--- src/verilog/dpam_pkg.sv ---
// How it works
// - host holds slave busy high, low blocks
// - host stalls a memory access while busy low; token accesses do not wait
// - cascaded busy flags joined by AND
// - token access: memory select off, token select on
package dpam_pkg;
   localparam int ADDR_W = 18;
   localparam int DATA_W = 18;
   localparam int TOKEN_IDX_W = 3;
   localparam int TOKEN_BIT = 0;
   localparam logic [17:0] LEFT_MAILBOX = 18'h3fffe;
   localparam logic [17:0] RIGHT_MAILBOX = 18'h3ffff;
   localparam int CLK_MHZ = 125;
   localparam int T_APS_NS = 5;
   localparam int T_BAA_NS = 15;
   localparam int T_PULSE_NS = 15;
   localparam int SETUP_CYC_I = (T_APS_NS * CLK_MHZ + 999) / 1000;
   localparam int BUSY_CYC_I = (T_BAA_NS * CLK_MHZ + 999) / 1000;
   localparam int PULSE_CYC_I = (T_PULSE_NS * CLK_MHZ + 999) / 1000;
   localparam logic [3:0] SETUP_CYC = 4'(SETUP_CYC_I < 1 ? 1 : SETUP_CYC_I);
   localparam logic [3:0] BUSY_CYC = 4'(BUSY_CYC_I < 1 ? 1 : BUSY_CYC_I);
   localparam logic [3:0] PULSE_CYC = 4'(PULSE_CYC_I < 1 ? 1 : PULSE_CYC_I);
   localparam logic [3:0] CNT_ONE = 4'h1;
   localparam logic [3:0] CNT_ZERO = 4'h0;
   typedef enum logic [1:0] {
      DPAM_IDLE,
      DPAM_SETTLE,
      DPAM_STROBE,
      DPAM_RECOVER
   } dpam_state_t;
endpackage : dpam_pkg

--- src/verilog/dpam_busy_join.sv ---
module dpam_busy_join #(
   parameter int NDEV = 2
) (
   input wire logic core_clk,
   input wire logic rst_b,
   input wire logic clk_en,
   input wire logic [NDEV-1:0] flags_n,
   output logic joined_n
);
   logic [NDEV:0] chain;

   assign chain[0] = 1'b1;
   genvar i;
   generate
      for (i = 0; i < NDEV; i++) begin : g_and
         assign chain[i+1] = chain[i] & flags_n[i];
      end
   endgenerate

   always_ff @(posedge core_clk) begin
      if (!rst_b) begin
         joined_n <= 1'b1;
      end else if (clk_en) begin
         joined_n <= chain[NDEV];
      end
   end

   join_and_a:
   assert property (@(posedge core_clk) disable iff (!rst_b)
      $past(clk_en) && $past(rst_b) |-> joined_n == &$past(flags_n))
      else $error("joined busy is not the and of device flags");
endmodule : dpam_busy_join

--- src/verilog/dpam_port_ctrl.sv ---
module dpam_port_ctrl #(
   parameter int NDEV = 2,
   parameter int NSLAVE = 1
) (
   input wire logic core_clk,
   input wire logic rst_b,
   input wire logic clk_en,
   input wire logic req_valid,
   output logic req_ready,
   input wire logic req_write,
   input wire logic req_token,
   input wire logic [dpam_pkg::ADDR_W-1:0] req_addr,
   input wire logic [dpam_pkg::DATA_W-1:0] req_wdata,
   output logic rsp_valid,
   output logic [dpam_pkg::DATA_W-1:0] rsp_rdata,
   input wire logic block_writes,
   output logic [NSLAVE-1:0] slave_contention_flag_n,
   input wire logic [NDEV-1:0] contention_flag_n,
   input wire logic mailbox_irq_n,
   output logic mail_pending,
   output logic mem_select_n,
   output logic token_space_select_n,
   output logic out_enable_n,
   output logic write_n,
   output logic [dpam_pkg::ADDR_W-1:0] addr,
   output logic [dpam_pkg::DATA_W-1:0] data_out,
   output logic data_drive_n,
   input wire logic [dpam_pkg::DATA_W-1:0] data_in
);
   dpam_pkg::dpam_state_t state;
   logic [3:0] cnt;
   logic op_write;
   logic op_token;
   logic busy_joined_n;

   ////////////////////////////////////////////////////////////////////////////////
   // busy of cascaded devices
   dpam_busy_join #(
      .NDEV(NDEV)
   ) u_join (
      .core_clk(core_clk),
      .rst_b(rst_b),
      .clk_en(clk_en),
      .flags_n(contention_flag_n),
      .joined_n(busy_joined_n)
   );

   ////////////////////////////////////////////////////////////////////////////////
   // slave busy pins and mailbox
   always_ff @(posedge core_clk) begin
      if (!rst_b) begin
         slave_contention_flag_n <= '1;
      end else if (clk_en) begin
         slave_contention_flag_n <= {NSLAVE{!block_writes}};
      end
   end

   always_ff @(posedge core_clk) begin
      if (!rst_b) begin
         mail_pending <= 1'b0;
      end else if (clk_en) begin
         mail_pending <= !mailbox_irq_n;
      end
   end

   ////////////////////////////////////////////////////////////////////////////////
   // access sequencer
   always_ff @(posedge core_clk) begin
      if (!rst_b) begin
         state <= dpam_pkg::DPAM_IDLE;
         cnt <= dpam_pkg::CNT_ZERO;
         op_write <= 1'b0;
         op_token <= 1'b0;
         req_ready <= 1'b1;
         rsp_valid <= 1'b0;
         rsp_rdata <= '0;
         mem_select_n <= 1'b1;
         token_space_select_n <= 1'b1;
         out_enable_n <= 1'b1;
         write_n <= 1'b1;
         addr <= '0;
         data_out <= '0;
         data_drive_n <= 1'b1;
      end else if (clk_en) begin
         rsp_valid <= 1'b0;
         case (state)
            dpam_pkg::DPAM_IDLE: begin
               if (req_valid && req_ready) begin
                  req_ready <= 1'b0;
                  op_write <= req_write;
                  op_token <= req_token;
                  addr <= req_addr;
                  data_out <= req_wdata;
                  mem_select_n <= req_token;
                  token_space_select_n <= !req_token;
                  cnt <= req_token ? dpam_pkg::SETUP_CYC : dpam_pkg::BUSY_CYC;
                  state <= dpam_pkg::DPAM_SETTLE;
               end
            end
            dpam_pkg::DPAM_SETTLE: begin
               if (cnt != dpam_pkg::CNT_ZERO) begin
                  cnt <= cnt - dpam_pkg::CNT_ONE;
               end else if (op_token || busy_joined_n) begin
                  write_n <= !op_write;
                  out_enable_n <= op_write;
                  data_drive_n <= !op_write;
                  cnt <= dpam_pkg::PULSE_CYC;
                  state <= dpam_pkg::DPAM_STROBE;
               end
            end
            dpam_pkg::DPAM_STROBE: begin
               cnt <= cnt - dpam_pkg::CNT_ONE;
               if (cnt == dpam_pkg::CNT_ONE) begin
                  if (!op_write) begin
                     rsp_rdata <= data_in;
                  end
                  rsp_valid <= 1'b1;
                  write_n <= 1'b1;
                  out_enable_n <= 1'b1;
                  mem_select_n <= 1'b1;
                  token_space_select_n <= 1'b1;
                  state <= dpam_pkg::DPAM_RECOVER;
               end
            end
            dpam_pkg::DPAM_RECOVER: begin
               data_drive_n <= 1'b1;
               req_ready <= 1'b1;
               state <= dpam_pkg::DPAM_IDLE;
            end
            default: begin
               state <= dpam_pkg::DPAM_IDLE;
               req_ready <= 1'b1;
            end
         endcase
      end
   end

   ////////////////////////////////////////////////////////////////////////////////
   // checks
   select_excl_a:
   assert property (@(posedge core_clk) disable iff (!rst_b)
      !(mem_select_n == 1'b0 && token_space_select_n == 1'b0))
      else $error("memory and token selects low together");

   token_route_a:
   assert property (@(posedge core_clk) disable iff (!rst_b)
      $fell(token_space_select_n) |-> mem_select_n)
      else $error("token access without memory select high");

   stall_busy_a:
   assert property (@(posedge core_clk) disable iff (!rst_b)
      $fell(write_n) && !mem_select_n |-> $past(busy_joined_n))
      else $error("write strobe started while busy low");

   slave_hold_a:
   assert property (@(posedge core_clk) disable iff (!rst_b)
      $past(clk_en) && $past(rst_b) |-> slave_contention_flag_n[0] == !$past(block_writes))
      else $error("slave busy level does not follow block request");

   ////////////////////////////////////////////////////////////////////////////////
   // strobe width monitor and bus checks
   logic [3:0] strobe_len;

   always_ff @(posedge core_clk) begin
      if (!rst_b) begin
         strobe_len <= dpam_pkg::CNT_ZERO;
      end else if (clk_en) begin
         if (!write_n || !out_enable_n) begin
            strobe_len <= strobe_len + dpam_pkg::CNT_ONE;
         end else begin
            strobe_len <= dpam_pkg::CNT_ZERO;
         end
      end
   end

   strobe_excl_a:
   assert property (@(posedge core_clk) disable iff (!rst_b)
      !(write_n == 1'b0 && out_enable_n == 1'b0))
      else $error("write and read strobes low together");

   strobe_sel_a:
   assert property (@(posedge core_clk) disable iff (!rst_b)
      !write_n || !out_enable_n |-> !mem_select_n || !token_space_select_n)
      else $error("strobe low with no select low");

   drive_dir_a:
   assert property (@(posedge core_clk) disable iff (!rst_b)
      !data_drive_n |-> out_enable_n)
      else $error("host drives data during a read");

   addr_hold_a:
   assert property (@(posedge core_clk) disable iff (!rst_b)
      (!mem_select_n || !token_space_select_n)
         && $past(!mem_select_n || !token_space_select_n) |-> $stable(addr))
      else $error("address moved while selected");

   data_hold_a:
   assert property (@(posedge core_clk) disable iff (!rst_b)
      !data_drive_n && $past(!data_drive_n) |-> $stable(data_out))
      else $error("write data moved while driven");

   stall_hold_a:
   assert property (@(posedge core_clk) disable iff (!rst_b)
      clk_en && state == dpam_pkg::DPAM_SETTLE && cnt == dpam_pkg::CNT_ZERO && !op_token
         && !busy_joined_n |=> write_n && out_enable_n)
      else $error("strobe started during busy stall");

   strobe_len_a:
   assert property (@(posedge core_clk) disable iff (!rst_b)
      $rose(write_n) || $rose(out_enable_n) |-> strobe_len == dpam_pkg::PULSE_CYC)
      else $error("strobe width differs from pulse count");

   rsp_pulse_a:
   assert property (@(posedge core_clk) disable iff (!rst_b)
      clk_en && rsp_valid |=> !rsp_valid)
      else $error("response valid longer than one cycle");

   rsp_end_a:
   assert property (@(posedge core_clk) disable iff (!rst_b)
      $rose(rsp_valid) |-> mem_select_n && token_space_select_n)
      else $error("response given while still selected");

   ready_idle_a:
   assert property (@(posedge core_clk) disable iff (!rst_b)
      req_ready |-> state == dpam_pkg::DPAM_IDLE)
      else $error("ready high outside idle");

   take_sel_a:
   assert property (@(posedge core_clk) disable iff (!rst_b)
      $fell(req_ready) |-> !mem_select_n || !token_space_select_n)
      else $error("request taken without a select");

   mail_follow_a:
   assert property (@(posedge core_clk) disable iff (!rst_b)
      $past(clk_en) && $past(rst_b) |-> mail_pending == !$past(mailbox_irq_n))
      else $error("mail pending does not follow device irq");
endmodule : dpam_port_ctrl

--- config.mk ---
export PLATFORM = sky130hd
export DESIGN_NAME = dpam_port_ctrl
export DESIGN_NICKNAME = d
export VERILOG_FILES = /design/src/verilog/dpam_pkg.sv /design/src/verilog/dpam_busy_join.sv /design/src/verilog/dpam_port_ctrl.sv
export SDC_FILE = /design/constraint.sdc
export NUM_CORES = 1
export LEC_CHECK = 0
export BUFFER_PORTS_ARGS = -buffer_cell sky130_fd_sc_hd__buf_2
export CAP_MARGIN = 5
export CORE_MARGIN = 2
export CORE_UTILIZATION = 40
export CTS_CLUSTER_DIAMETER = 40
export DETAILED_ROUTE_END_ITERATION = 12
export PLACE_DENSITY_LB_ADDON = 0.08
export SLEW_MARGIN = 40
export SYNTH_ARGS = -nofsm -noshare
export SYNTH_HDL_FRONTEND = slang
export SYNTH_SLANG_ARGS = --single-unit
--- constraint.sdc ---
create_clock -name core_clk -period 5.7 [get_ports core_clk]
set_input_delay 0 -clock core_clk [delete_from_list [all_inputs] [get_ports core_clk]]
set_output_delay 0 -clock core_clk [all_outputs]
set_load 0.01 [all_outputs]
==> results.py, run 1 <==
metrics = {
    "status": {
        "status": "finished clean",
    },
    "placed_design": {
        "place_hpwl_um": 4830,
        "numPortBuffers": 126,
        "gp_congestion": 0.833,
    },
    "worst_setup_path": {
        "crit_chain": "inv_1 > ha_1 > nand4bb_1 > or3_2 > mux2i_1 > nor2_1",
        "end_kind": "flop",
        "cp-start-kind": "flop",
        "critPathMaxStageDelay_ns": 0.73,
        "critPathSlowestCell": "or3_2",
        "cp_max_fo": 18,
        "required_ns": 5.90,
        "cp_data_arrival_time_ns": 2.33,
        "path_buf_inv": 1,
        "crit_family": "simple AND/OR/NAND/NOR gates",
        "criticalPathCategory": "reg2reg",
    },
    "yosys": {
        "netlist.area_leader.share": 0.504,
        "synth_cell_type_count": 44,
        "synth_top_family_by_area": "simple AND/OR/NAND/NOR gates",
        "ys.flop_type": "dfxtp_1",
        "yosys_warnings": 0,
        "ys_ff_latch": 72,
        "postSynth.asyncResetShare": 0,
        "synthTopCellsByArea": "dfxtp_1 50%, nand2_1 11%, a21oi_1 7.7%",
        "yosys-mux-area-fraction": 0.0665,
        "netlist_instances": 329,
        "synth-compound-area-share": 0.140,
        "synth_fa_ha_area_frac": 0.0306,
        "yosys.area_share.xor_xnor": 0,
        "synth_area_mm2": 0.00286,
        "syn_nets": 400,
        "yosys.area_share.simple": 0.214,
        "yosysSeqAreaShare": 0.504,
        "synth.largest_area_cell": "dfxtp_1",
        "synth-edff-count": 0,
        "avgSynthCellArea_um2": 8.70,
    },
    "hold_path": {
        "min_path_type": "in2reg",
    },
    "timing": {
        "fmax_mhz": 470,
        "maxSlewHeadroom": 0.558,
        "drv_slew": 0,
        "hold_viol": 0,
        "min_period_ns": 2.13,
        "finalSetupTns_ns": 0,
        "rsz0062_at_grt": "false",
        "skew_ns": 0.00914,
        "setup_viol": 0,
        "worst_pin_slew_ns": 0.662,
        "fin_crit_sh": 0.373,
        "hold_slack_ns": 0.0358,
    },
    "die": {
        "core-area_mm2": 0.00687,
        "start_util": 0.417,
        "die_x_um": 88.6,
        "num_rows": 30,
        "ios": 127,
        "die_h_um": 88.6,
        "die-area_mm2": 0.00785,
    },
    "detailed_routing": {
        "drc": 0,
        "routed_via_density": 4.83,
        "avgRoutedWirePerCell_um": 13.3,
        "first_pass_iters": 4,
        "drt-met1-wl_um": 3630,
        "dr_wl_met3_um": 438,
        "num_vias": 2946,
        "antenna_left": 0,
        "drt_wl_total_um": 8100,
        "routed.top_layer": "met4",
        "drt-initial-drc-count": 127,
        "dr_wl_met2_um": 3940,
    },
    "clock_network": {
        "clock-sinks": 72,
        "post_cts_buffers": 0,
        "cts_root_buf": "clkbuf_8",
        "cts_buffers": 9,
        "htree_levels": 3,
        "tritoncts": "built",
        "clk_pin_slew_ns": 0.07,
        "cts_buffer_depth": 2,
        "cts_resized": 0,
        "clk_latency_ns": 0.34,
    },
    "global_routing": {
        "grt_pass1_wl_um": 12600,
        "grt_max_degree": 65,
        "grt_pass1_vias": 2739,
        "antenna_found_initial": 0,
        "globalRoute.totalOverflow": 0,
        "track_usage": 0.207,
    },
    "power_and_ir_drop": {
        "power_density_mw_per_mm2": 285,
        "ir_drop_mv": 0.153,
        "p_leak_nw": 2.09,
        "fin_total_pwr_w": 0.00125,
    },
    "finish": {
        "antennaDiodeCount": 0,
        "syn2layout_area_growth_pct": 53.5,
        "final_core_util": 0.640,
        "layout-drive-gt1-share": 0.294,
        "layout_commonest_cell": "buf_2",
        "most-common-layout-cells": "126 x buf_2, 85 x nand2_1, 72 x dfxtp_1",
        "nets": 581,
        "num-fill-cells": 602,
    },
    "job": {
        "cap_violations": 0,
    },
}
[registers in the layout, indices dropped and copies added, names as in the netlist]
name                     count
addr                        18
cnt                          4
data_drive_n                 1
data_out                    18
mail_pending                 1
mem_select_n                 1
op_token                     1
op_write                     1
out_enable_n                 1
req_ready                    1
rsp_rdata                   18
rsp_valid                    1
slave_contention_flag_n      1
state                        2
token_space_select_n         1
u_join.joined_n              1
write_n                      1
[power by group]
part	total (W)	internal [W]	leakage, nW	switching (W)
clock network	0.000494	0.000301	0.123	0.000193
registers	0.000543	0.000528	0.585	0.0000145
logic	0.000217	0.000103	1.38	0.000114
total	0.00125	0.000933	2.09	0.000321
[final cells by class]
cell class | instances | area (µm²) | area share
multi-input cells | 229 | 1290 | 0.294
well taps | 96 | 120 | 0.0273
inverters | 8 | 32.5 | 0.00741
repair buffers | 190 | 1270 | 0.288
clock inverters | 5 | 104 | 0.0236
clock buffers | 10 | 138 | 0.0313
flip-flops and latches | 72 | 1440 | 0.328
[cells in the mapped netlist (all sizes together), types with 4 or more instances]
| library cell | instances |
|---|---|
| a21oi | 44 |
| buf | 9 |
| clkbuf | 11 |
| dfxtp | 72 |
| ha | 7 |
| inv | 8 |
| mux2i | 19 |
| nand2 | 85 |
| nor2 | 26 |
| nor3 | 4 |
| o21ai | 5 |
[timing repair]
item	CTS	global route
hold buffers	62	0
endpoints found under the hold margin	64	0
endpoints found under the setup margin	0	0
[worst paths after layout]
| check | from | cells after the start | end | slack (ns) |
|---|---|---|---|---|
| setup / recovery | state[0]$_SDFFE_PN0P_ | 6 | rsp_rdata[3]$_SDFFE_PN0P_ | 3.57 |
| hold / removal | clk_en | 2 | mail_pending$_SDFFE_PN0P_ | 0.04 |
| setup reg to reg | state[0]$_SDFFE_PN0P_ | 6 | rsp_rdata[3]$_SDFFE_PN0P_ | 3.57 |
| hold reg to reg | data_out[11]$_SDFFE_PN0P_ | 2 | data_out[11]$_SDFFE_PN0P_ | 0.45 |
[routing by layer]
| layer | global-route usage | up-vias |
|---|---|---|
| met5 | 0 | - |
| met4 | 0.0702 | 0 |
| met3 | 0.0532 | 10 |
| met2 | 0.356 | 89 |
| met1 | 0.251 | 1369 |
| li1 | - | 1478 |
[kinds of logic (layout without fill, tap and decap cells)]
group | count (synthesis) | after routing
AOI/OAI and AO/OA | 66 | 66
adders and majority gates | 7 | 7
buffers and inverters | 28 | 213
DFF | 72 | 72
muxes | 19 | 19
and+or+nand+nor | 137 | 137
[metrics by stage]
step / area, µm² / std cells / worst slack [ns]
after global placement: 3530 / 533 / 3.52
after CTS: 4390 / 610 / 3.59
final: 4390 / 610 / 3.57
after global routing: 4390 / 610 / 3.38
after floorplan: 2860 / 329 / 3.89
after detailed placement: 3530 / 533 / 3.60
Note: power is estimated with default switching activity, not from simulation.
==> inputs of run 2 (changes only) <==
ABC_AREA = 1   (was default)
clock period = 1.8 ns   (was 5.7 ns; I/O delays follow)
==> run 2 against run 1 <==
- synthesized cell count increased by 16%
- clock skew decreased by 0.00068 ns
- count of clock-buffer cells in the layout increased by 1
- worst hold slack improved by 0.014 ns
- global-route usage decreased by 0.25 points
- sequential share of layout area increased by 0.14 points
- non-clock buffer count increased by 3
- final cell count increased by 9.7%
- critical path type unchanged
==> results.py, run 2 <==
metrics = {
    "die": {
        "die_h_um": 88.6,
        "die-area_mm2": 0.00784,
        "core-area_mm2": 0.00687,
        "num_rows": 30,
        "die_x_um": 88.6,
        "start_util": 0.416,
        "ios": 127,
    },
    "finish": {
        "most-common-layout-cells": "126 x nor2_1, 126 x buf_2, 72 x dfxtp_1",
        "layout-drive-gt1-share": 0.272,
        "reg_top3": "addr: 18 flops, data_out: 18 flops, rsp_rdata: 18 flops",
        "regArea_mm2": 0.00144,
        "nets": 639,
        "syn2layout_area_growth_pct": 52.9,
        "num-fill-cells": 615,
        "multi_input_area_mm2": 0.00123,
        "antennaDiodeCount": 0,
    },
    "yosys": {
        "yosysSeqAreaShare": 0.504,
        "synth_area_mm2": 0.00286,
        "avgSynthCellArea_um2": 7.49,
        "synthTopCellsByArea": "dfxtp_1 50%, nor2_1 17%, o21ai_0 10%",
        "synth-edff-count": 0,
        "netlist_instances": 382,
        "syn_nets": 453,
        "ys_ff_latch": 72,
        "synth.most_common_cell": "nor2_1",
        "netlist.area_leader.share": 0.504,
        "synth_cell_type_count": 23,
        "ys.flop_type": "dfxtp_1",
        "yosys_warnings": 0,
        "synth.top_cells.by_count": "126 x nor2_1, 72 x dfxtp_1, 57 x o21ai_0",
        "postSynth.asyncResetShare": 0,
        "synth.largest_area_cell": "dfxtp_1",
    },
    "job": {
        "cap_violations": 0,
    },
    "timing": {
        "worst_pin_slew_ns": 0.644,
        "drv_slew": 0,
        "setup_viol": 0,
        "fin_crit_sh": 0.892,
        "rsz0062_at_grt": "true",
        "skew_ns": 0.00846,
        "maxSlewHeadroom": 0.570,
        "setup_ws_ns": 0.195,
        "hold_slack_ns": 0.0496,
        "hold_viol": 0,
        "fmax_mhz": 623,
        "min_period_ns": 1.60,
        "finalSetupTns_ns": 0,
    },
    "clock_network": {
        "clk_latency_ns": 0.34,
        "htree_levels": 3,
        "cts_buffer_depth": 2,
        "tritoncts": "built",
        "clock-sinks": 72,
        "cts_buffers": 9,
        "post_cts_buffers": 0,
        "cts_root_buf": "clkbuf_8",
        "clk_pin_slew_ns": 0.08,
    },
    "placed_design": {
        "gp_congestion": 0.866,
        "place_hpwl_um": 5090,
        "numPortBuffers": 126,
        "place_ws_ns": 0.163,
    },
    "global_routing": {
        "grt_pass1_vias": 2876,
        "grt_pass1_wl_um": 12600,
        "grt_max_degree": 38,
        "globalRoute.totalOverflow": 0,
        "track_usage": 0.204,
        "antenna_found_initial": 0,
    },
    "detailed_routing": {
        "drt-initial-drc-count": 109,
        "routed_via_density": 4.61,
        "avgRoutedWirePerCell_um": 12.2,
        "num_vias": 3087,
        "drc": 0,
        "antenna_left": 0,
        "first_pass_iters": 4,
        "drt_wl_total_um": 8130,
    },
    "worst_setup_path": {
        "crit_start": "state[0]$_SDFFE_PN0P_",
        "critPathMaxStageDelay_ns": 0.50,
        "required_ns": 2.08,
        "critPathSlowestCell": "inv_2",
        "criticalPathCategory": "reg2reg",
        "reg2reg_depth": 6,
        "crit_chain": "inv_1 > ha_1 > nand4_2 > inv_2 > nor2_1 > nor2_1",
        "cp_max_fo": 37,
        "cp_data_arrival_time_ns": 1.89,
        "crit_family": "buffers and inverters",
        "path_buf_inv": 2,
        "end_kind": "flop",
        "cp-start-kind": "flop",
        "crit_path_frequent_cell": "nor2_1",
        "worstReg2RegEnd": "data_out[15]$_SDFFE_PN0P_",
        "r2r-start": "state[0]$_SDFFE_PN0P_",
        "r2r_slack_ns": 0.20,
    },
    "hold_path": {
        "min_path_type": "in2reg",
        "hp-start": "clk_en",
        "hold_end": "rsp_valid$_SDFFE_PN0P_",
        "min_path_cells": 3,
    },
    "status": {
        "status": "finished clean",
    },
    "power_and_ir_drop": {
        "ir_drop_mv": 0.646,
        "power_density_mw_per_mm2": 1190,
        "p_leak_nw": 2.09,
    },
}
run 2: cell type report:
type,instances,area share
Sequential cell,72,0.330
Timing Repair Buffer,193,0.295
Multi-Input combinational cell,271,0.282
Clock buffer,11,0.0346
Tap cell,96,0.0275
Inverter,21,0.0192
Clock inverter,5,0.0126
run 2: timing repair:
action / 4_1_cts / 5_1_grt
gates resized for setup: 0 / 1
endpoints found under the hold margin: 62 / 0
setup endpoints to repair: 0 / 8
hold buffers: 62 / 0
run 2: worst max-delay path by stage:
stage                                      end  slack [ns]  cells past startpoint
floorplan                  cnt[0]$_SDFFE_PN0P_        0.41                      9
global placement    rsp_rdata[14]$_SDFFE_PN0P_        0.20                      6
detailed placement   rsp_rdata[9]$_SDFFE_PN0P_        0.16                      6
CTS                  rsp_rdata[9]$_SDFFE_PN0P_        0.15                      6
global route          data_out[0]$_SDFFE_PN0P_       -0.01                      6
finish               data_out[15]$_SDFFE_PN0P_        0.20                      6
run 2: layer usage:
metal / share of wire / GRT usage / vias to the layer above
met1: 0.45 / 0.242 / 1395
met5: 0 / 0 / -
li1: - / - / 1586
met3: 0.049 / 0.0457 / 15
met4: 0.017 / 0.0868 / 0
met2: 0.49 / 0.355 / 91
run 2: cells by family (layout without fill, tap and decap cells):
kind of cell	after synthesis	after routing	share of synthesized area
buf+inv	39	230	0.0656
fa+ha+maj	7	7	0.0306
compound gates	71	71	0.126
simple gates	193	193	0.274
flops	72	72	0.504
run 2: per-stage QoR:
stage,utilization,instances,power (W),instance area (µm²)
detailed placement,0.516,591,0.00378,3540
global placement,0.516,591,0.00375,3540
global route,0.637,669,0.00555,4370
floorplan,-,382,0.00325,2860
CTS,0.636,669,0.00521,4370
finish,0.637,669,0.00518,4370
run 2: tightest hold or removal path: cells and delay by family:
kind	cells	cell delay [ns]
AND/OR/NAND/NOR	1	0.10
buffers and inverters	1	0.17
AO/OA/AOI/OAI	1	0.06
run 2: power breakdown:
| group | switching (W) | internal [W] |
|---|---|---|
| Sequential | 0.000165 | 0.00188 |
| Combinational | 0.00109 | 0.000731 |
| Clock | 0.000607 | 0.000711 |
==> inputs of run 3 (changes only) <==
clock period = 1.9 ns   (was 1.8 ns; I/O delays follow)
==> run 3 against run 2 <==
- first-iteration DRC count shrank 5.5%
- die area did not move
- via count is 1.3% lower
- count of clock-buffer cells in the layout unchanged
- combinational power fell by 7%
- worst hold slack worse by 0.042 ns
- critical path type unchanged
- largest power group unchanged
- highest routed layer unchanged
==> results.py, run 3 (synthesis gave the netlist of run 2 again) <==
metrics = {
    "status": {
        "status": "finished clean",
    },
    "finish": {
        "layout-drive-gt1-share": 0.265,
        "multi_input_area_mm2": 0.00123,
        "regArea_mm2": 0.00144,
        "num-fill-cells": 640,
        "nets": 636,
        "stdcell_area_mm2": 0.00440,
        "syn2layout_area_growth_pct": 53.8,
        "antennaDiodeCount": 0,
        "most-common-layout-cells": "126 x nor2_1, 126 x buf_2, 72 x dfxtp_1",
        "reg_top3": "addr: 18 flops, data_out: 18 flops, rsp_rdata: 18 flops",
    },
    "worst_setup_path": {
        "end_kind": "flop",
        "required_ns": 2.13,
        "crit_chain": "inv_1 > ha_1 > nand4_2 > o21ai_0 > a21oi_1 > dlygate4sd3_1",
        "cp_data_arrival_time_ns": 1.92,
        "worstReg2RegEnd": "op_write$_SDFFE_PN0P_",
        "r2r-start": "state[0]$_SDFFE_PN0P_",
        "cp_max_fo": 4,
        "criticalPathCategory": "reg2reg",
        "crit_family": "buffers and inverters",
        "critPathSlowestCell": "dlygate4sd3_1",
        "cp-start-kind": "flop",
        "r2r_slack_ns": 0.21,
        "reg2reg_depth": 6,
        "critPathMaxStageDelay_ns": 0.55,
        "path_buf_inv": 2,
    },
    "clock_network": {
        "cts_buffers": 9,
        "tritoncts": "built",
        "clock-sinks": 72,
        "cts_root_buf": "clkbuf_8",
        "cts_resized": 0,
        "cts_buffer_depth": 2,
        "clk_latency_ns": 0.34,
        "htree_levels": 3,
        "post_cts_buffers": 0,
        "hold_buffers": 62,
        "clk_pin_slew_ns": 0.08,
    },
    "global_routing": {
        "grt_max_degree": 55,
        "grt_pass1_vias": 2864,
        "track_usage": 0.206,
        "globalRoute.totalOverflow": 0,
        "antenna_found_initial": 0,
        "grt_pass1_wl_um": 12700,
    },
    "power_and_ir_drop": {
        "p_int_w": 0.00338,
        "ir_drop_mv": 0.683,
        "p_switching_w": 0.00175,
        "power_density_mw_per_mm2": 1160,
        "power.share.sequential": 0.380,
        "p_leak_nw": 2.10,
        "sw_frac_of_total": 0.341,
        "clkPwrFrac": 0.288,
        "comb_power_share": 0.332,
    },
    "detailed_routing": {
        "first_pass_iters": 4,
        "num_vias": 3048,
        "antenna_left": 0,
        "routed_via_density": 4.58,
        "avgRoutedWirePerCell_um": 12.1,
        "drt-initial-drc-count": 103,
        "drc": 0,
        "drt_wl_total_um": 8060,
    },
    "die": {
        "die-area_mm2": 0.00784,
        "core-area_mm2": 0.00687,
        "die_x_um": 88.6,
        "die_h_um": 88.6,
        "ios": 127,
        "start_util": 0.416,
        "num_rows": 30,
    },
    "job": {
        "cap_violations": 0,
    },
    "placed_design": {
        "gp_congestion": 0.845,
        "post_dp_cell_area_mm2": 0.00353,
        "numPortBuffers": 126,
        "place_hpwl_um": 4990,
    },
    "hold_path": {
        "min_path_type": "in2reg",
        "hp-start": "clk_en",
        "min_path_cells": 2,
        "hold_end": "mail_pending$_SDFFE_PN0P_",
    },
    "timing": {
        "skew_ns": 0.00748,
        "fin_crit_sh": 0.890,
        "finalSetupTns_ns": 0,
        "fmax_mhz": 591,
        "min_period_ns": 1.69,
        "worst_pin_slew_ns": 0.662,
        "maxSlewHeadroom": 0.558,
        "rsz0062_at_grt": "false",
        "hold_viol": 0,
        "drv_slew": 0,
        "setup_viol": 0,
    },
}
==> run 3: how the worst max path moves through the flow <==
stage	from	to	slack, ns	cells past startpoint
6_report	state[0]$_SDFFE_PN0P_	op_write$_SDFFE_PN0P_	0.21	6
5_1_grt	state[0]$_SDFFE_PN0P_	op_write$_SDFFE_PN0P_	0.08	6
3_5_place_dp	state[0]$_SDFFE_PN0P_	rsp_rdata[5]$_SDFFE_PN0P_	0.27	6
2_1_floorplan	state[0]$_SDFFE_PN0P_	cnt[0]$_SDFFE_PN0P_	0.51	9
4_1_cts	state[0]$_SDFFE_PN0P_	op_write$_SDFFE_PN0P_	0.21	6
3_3_place_gp	state[0]$_SDFFE_PN0P_	mem_select_n$_SDFFE_PN1P_	0.34	9
==> run 3: layout make-up <==
cell class,instances,area share
tap,96,0.0273
multi-input combinational,271,0.280
timing repair buffer,190,0.291
inverter,21,0.0191
clock inverter,5,0.0236
clock buffer,11,0.0321
sequential,72,0.328
==> run 3: power by group through the flow <==
stage	Combinational, W	Sequential (W)	Clock, W
floorplan	0.00102	0.00207	0
global placement	0.00158	0.00197	0
detailed placement	0.00159	0.00198	0
CTS	0.00171	0.00194	0.00151
global route	0.00194	0.00198	0.00157
finish	0.00170	0.00194	0.00148
==> run 3: through the flow <==
stage / cells / hold WS [ns] / power (W) / util / worst slack [ns]
after detailed placement: 588 / 0.185 / 0.00357 / 0.515 / 0.271
final: 666 / 0.00800 / 0.00512 / 0.641 / 0.209
after global routing: 666 / 0.0105 / 0.00549 / 0.641 / 0.0769
after floorplan: 382 / 0.0935 / 0.00308 / - / 0.505
after global placement: 588 / 0.184 / 0.00355 / 0.515 / 0.342
after CTS: 666 / 0.00139 / 0.00516 / 0.641 / 0.211
==> run 3: worst reg2reg max path, stage by stage (launching register included) <==
cell           delay (ns)
dfxtp_1              0.34
inv_1                0.09
ha_1                 0.21
nand4_2              0.15
o21ai_0              0.19
a21oi_1              0.05
dlygate4sd3_1        0.55
==> run 3: routing by layer <==
| metal | vias up | track usage | wire length, µm |
|---|---|---|---|
| met4 | 0 | 0.0950 | 160 |
| met2 | 81 | 0.358 | 3950 |
| met1 | 1368 | 0.246 | 3610 |
| li1 | 1583 | - | - |
| met5 | - | 0 | 0 |
| met3 | 16 | 0.0392 | 343 |
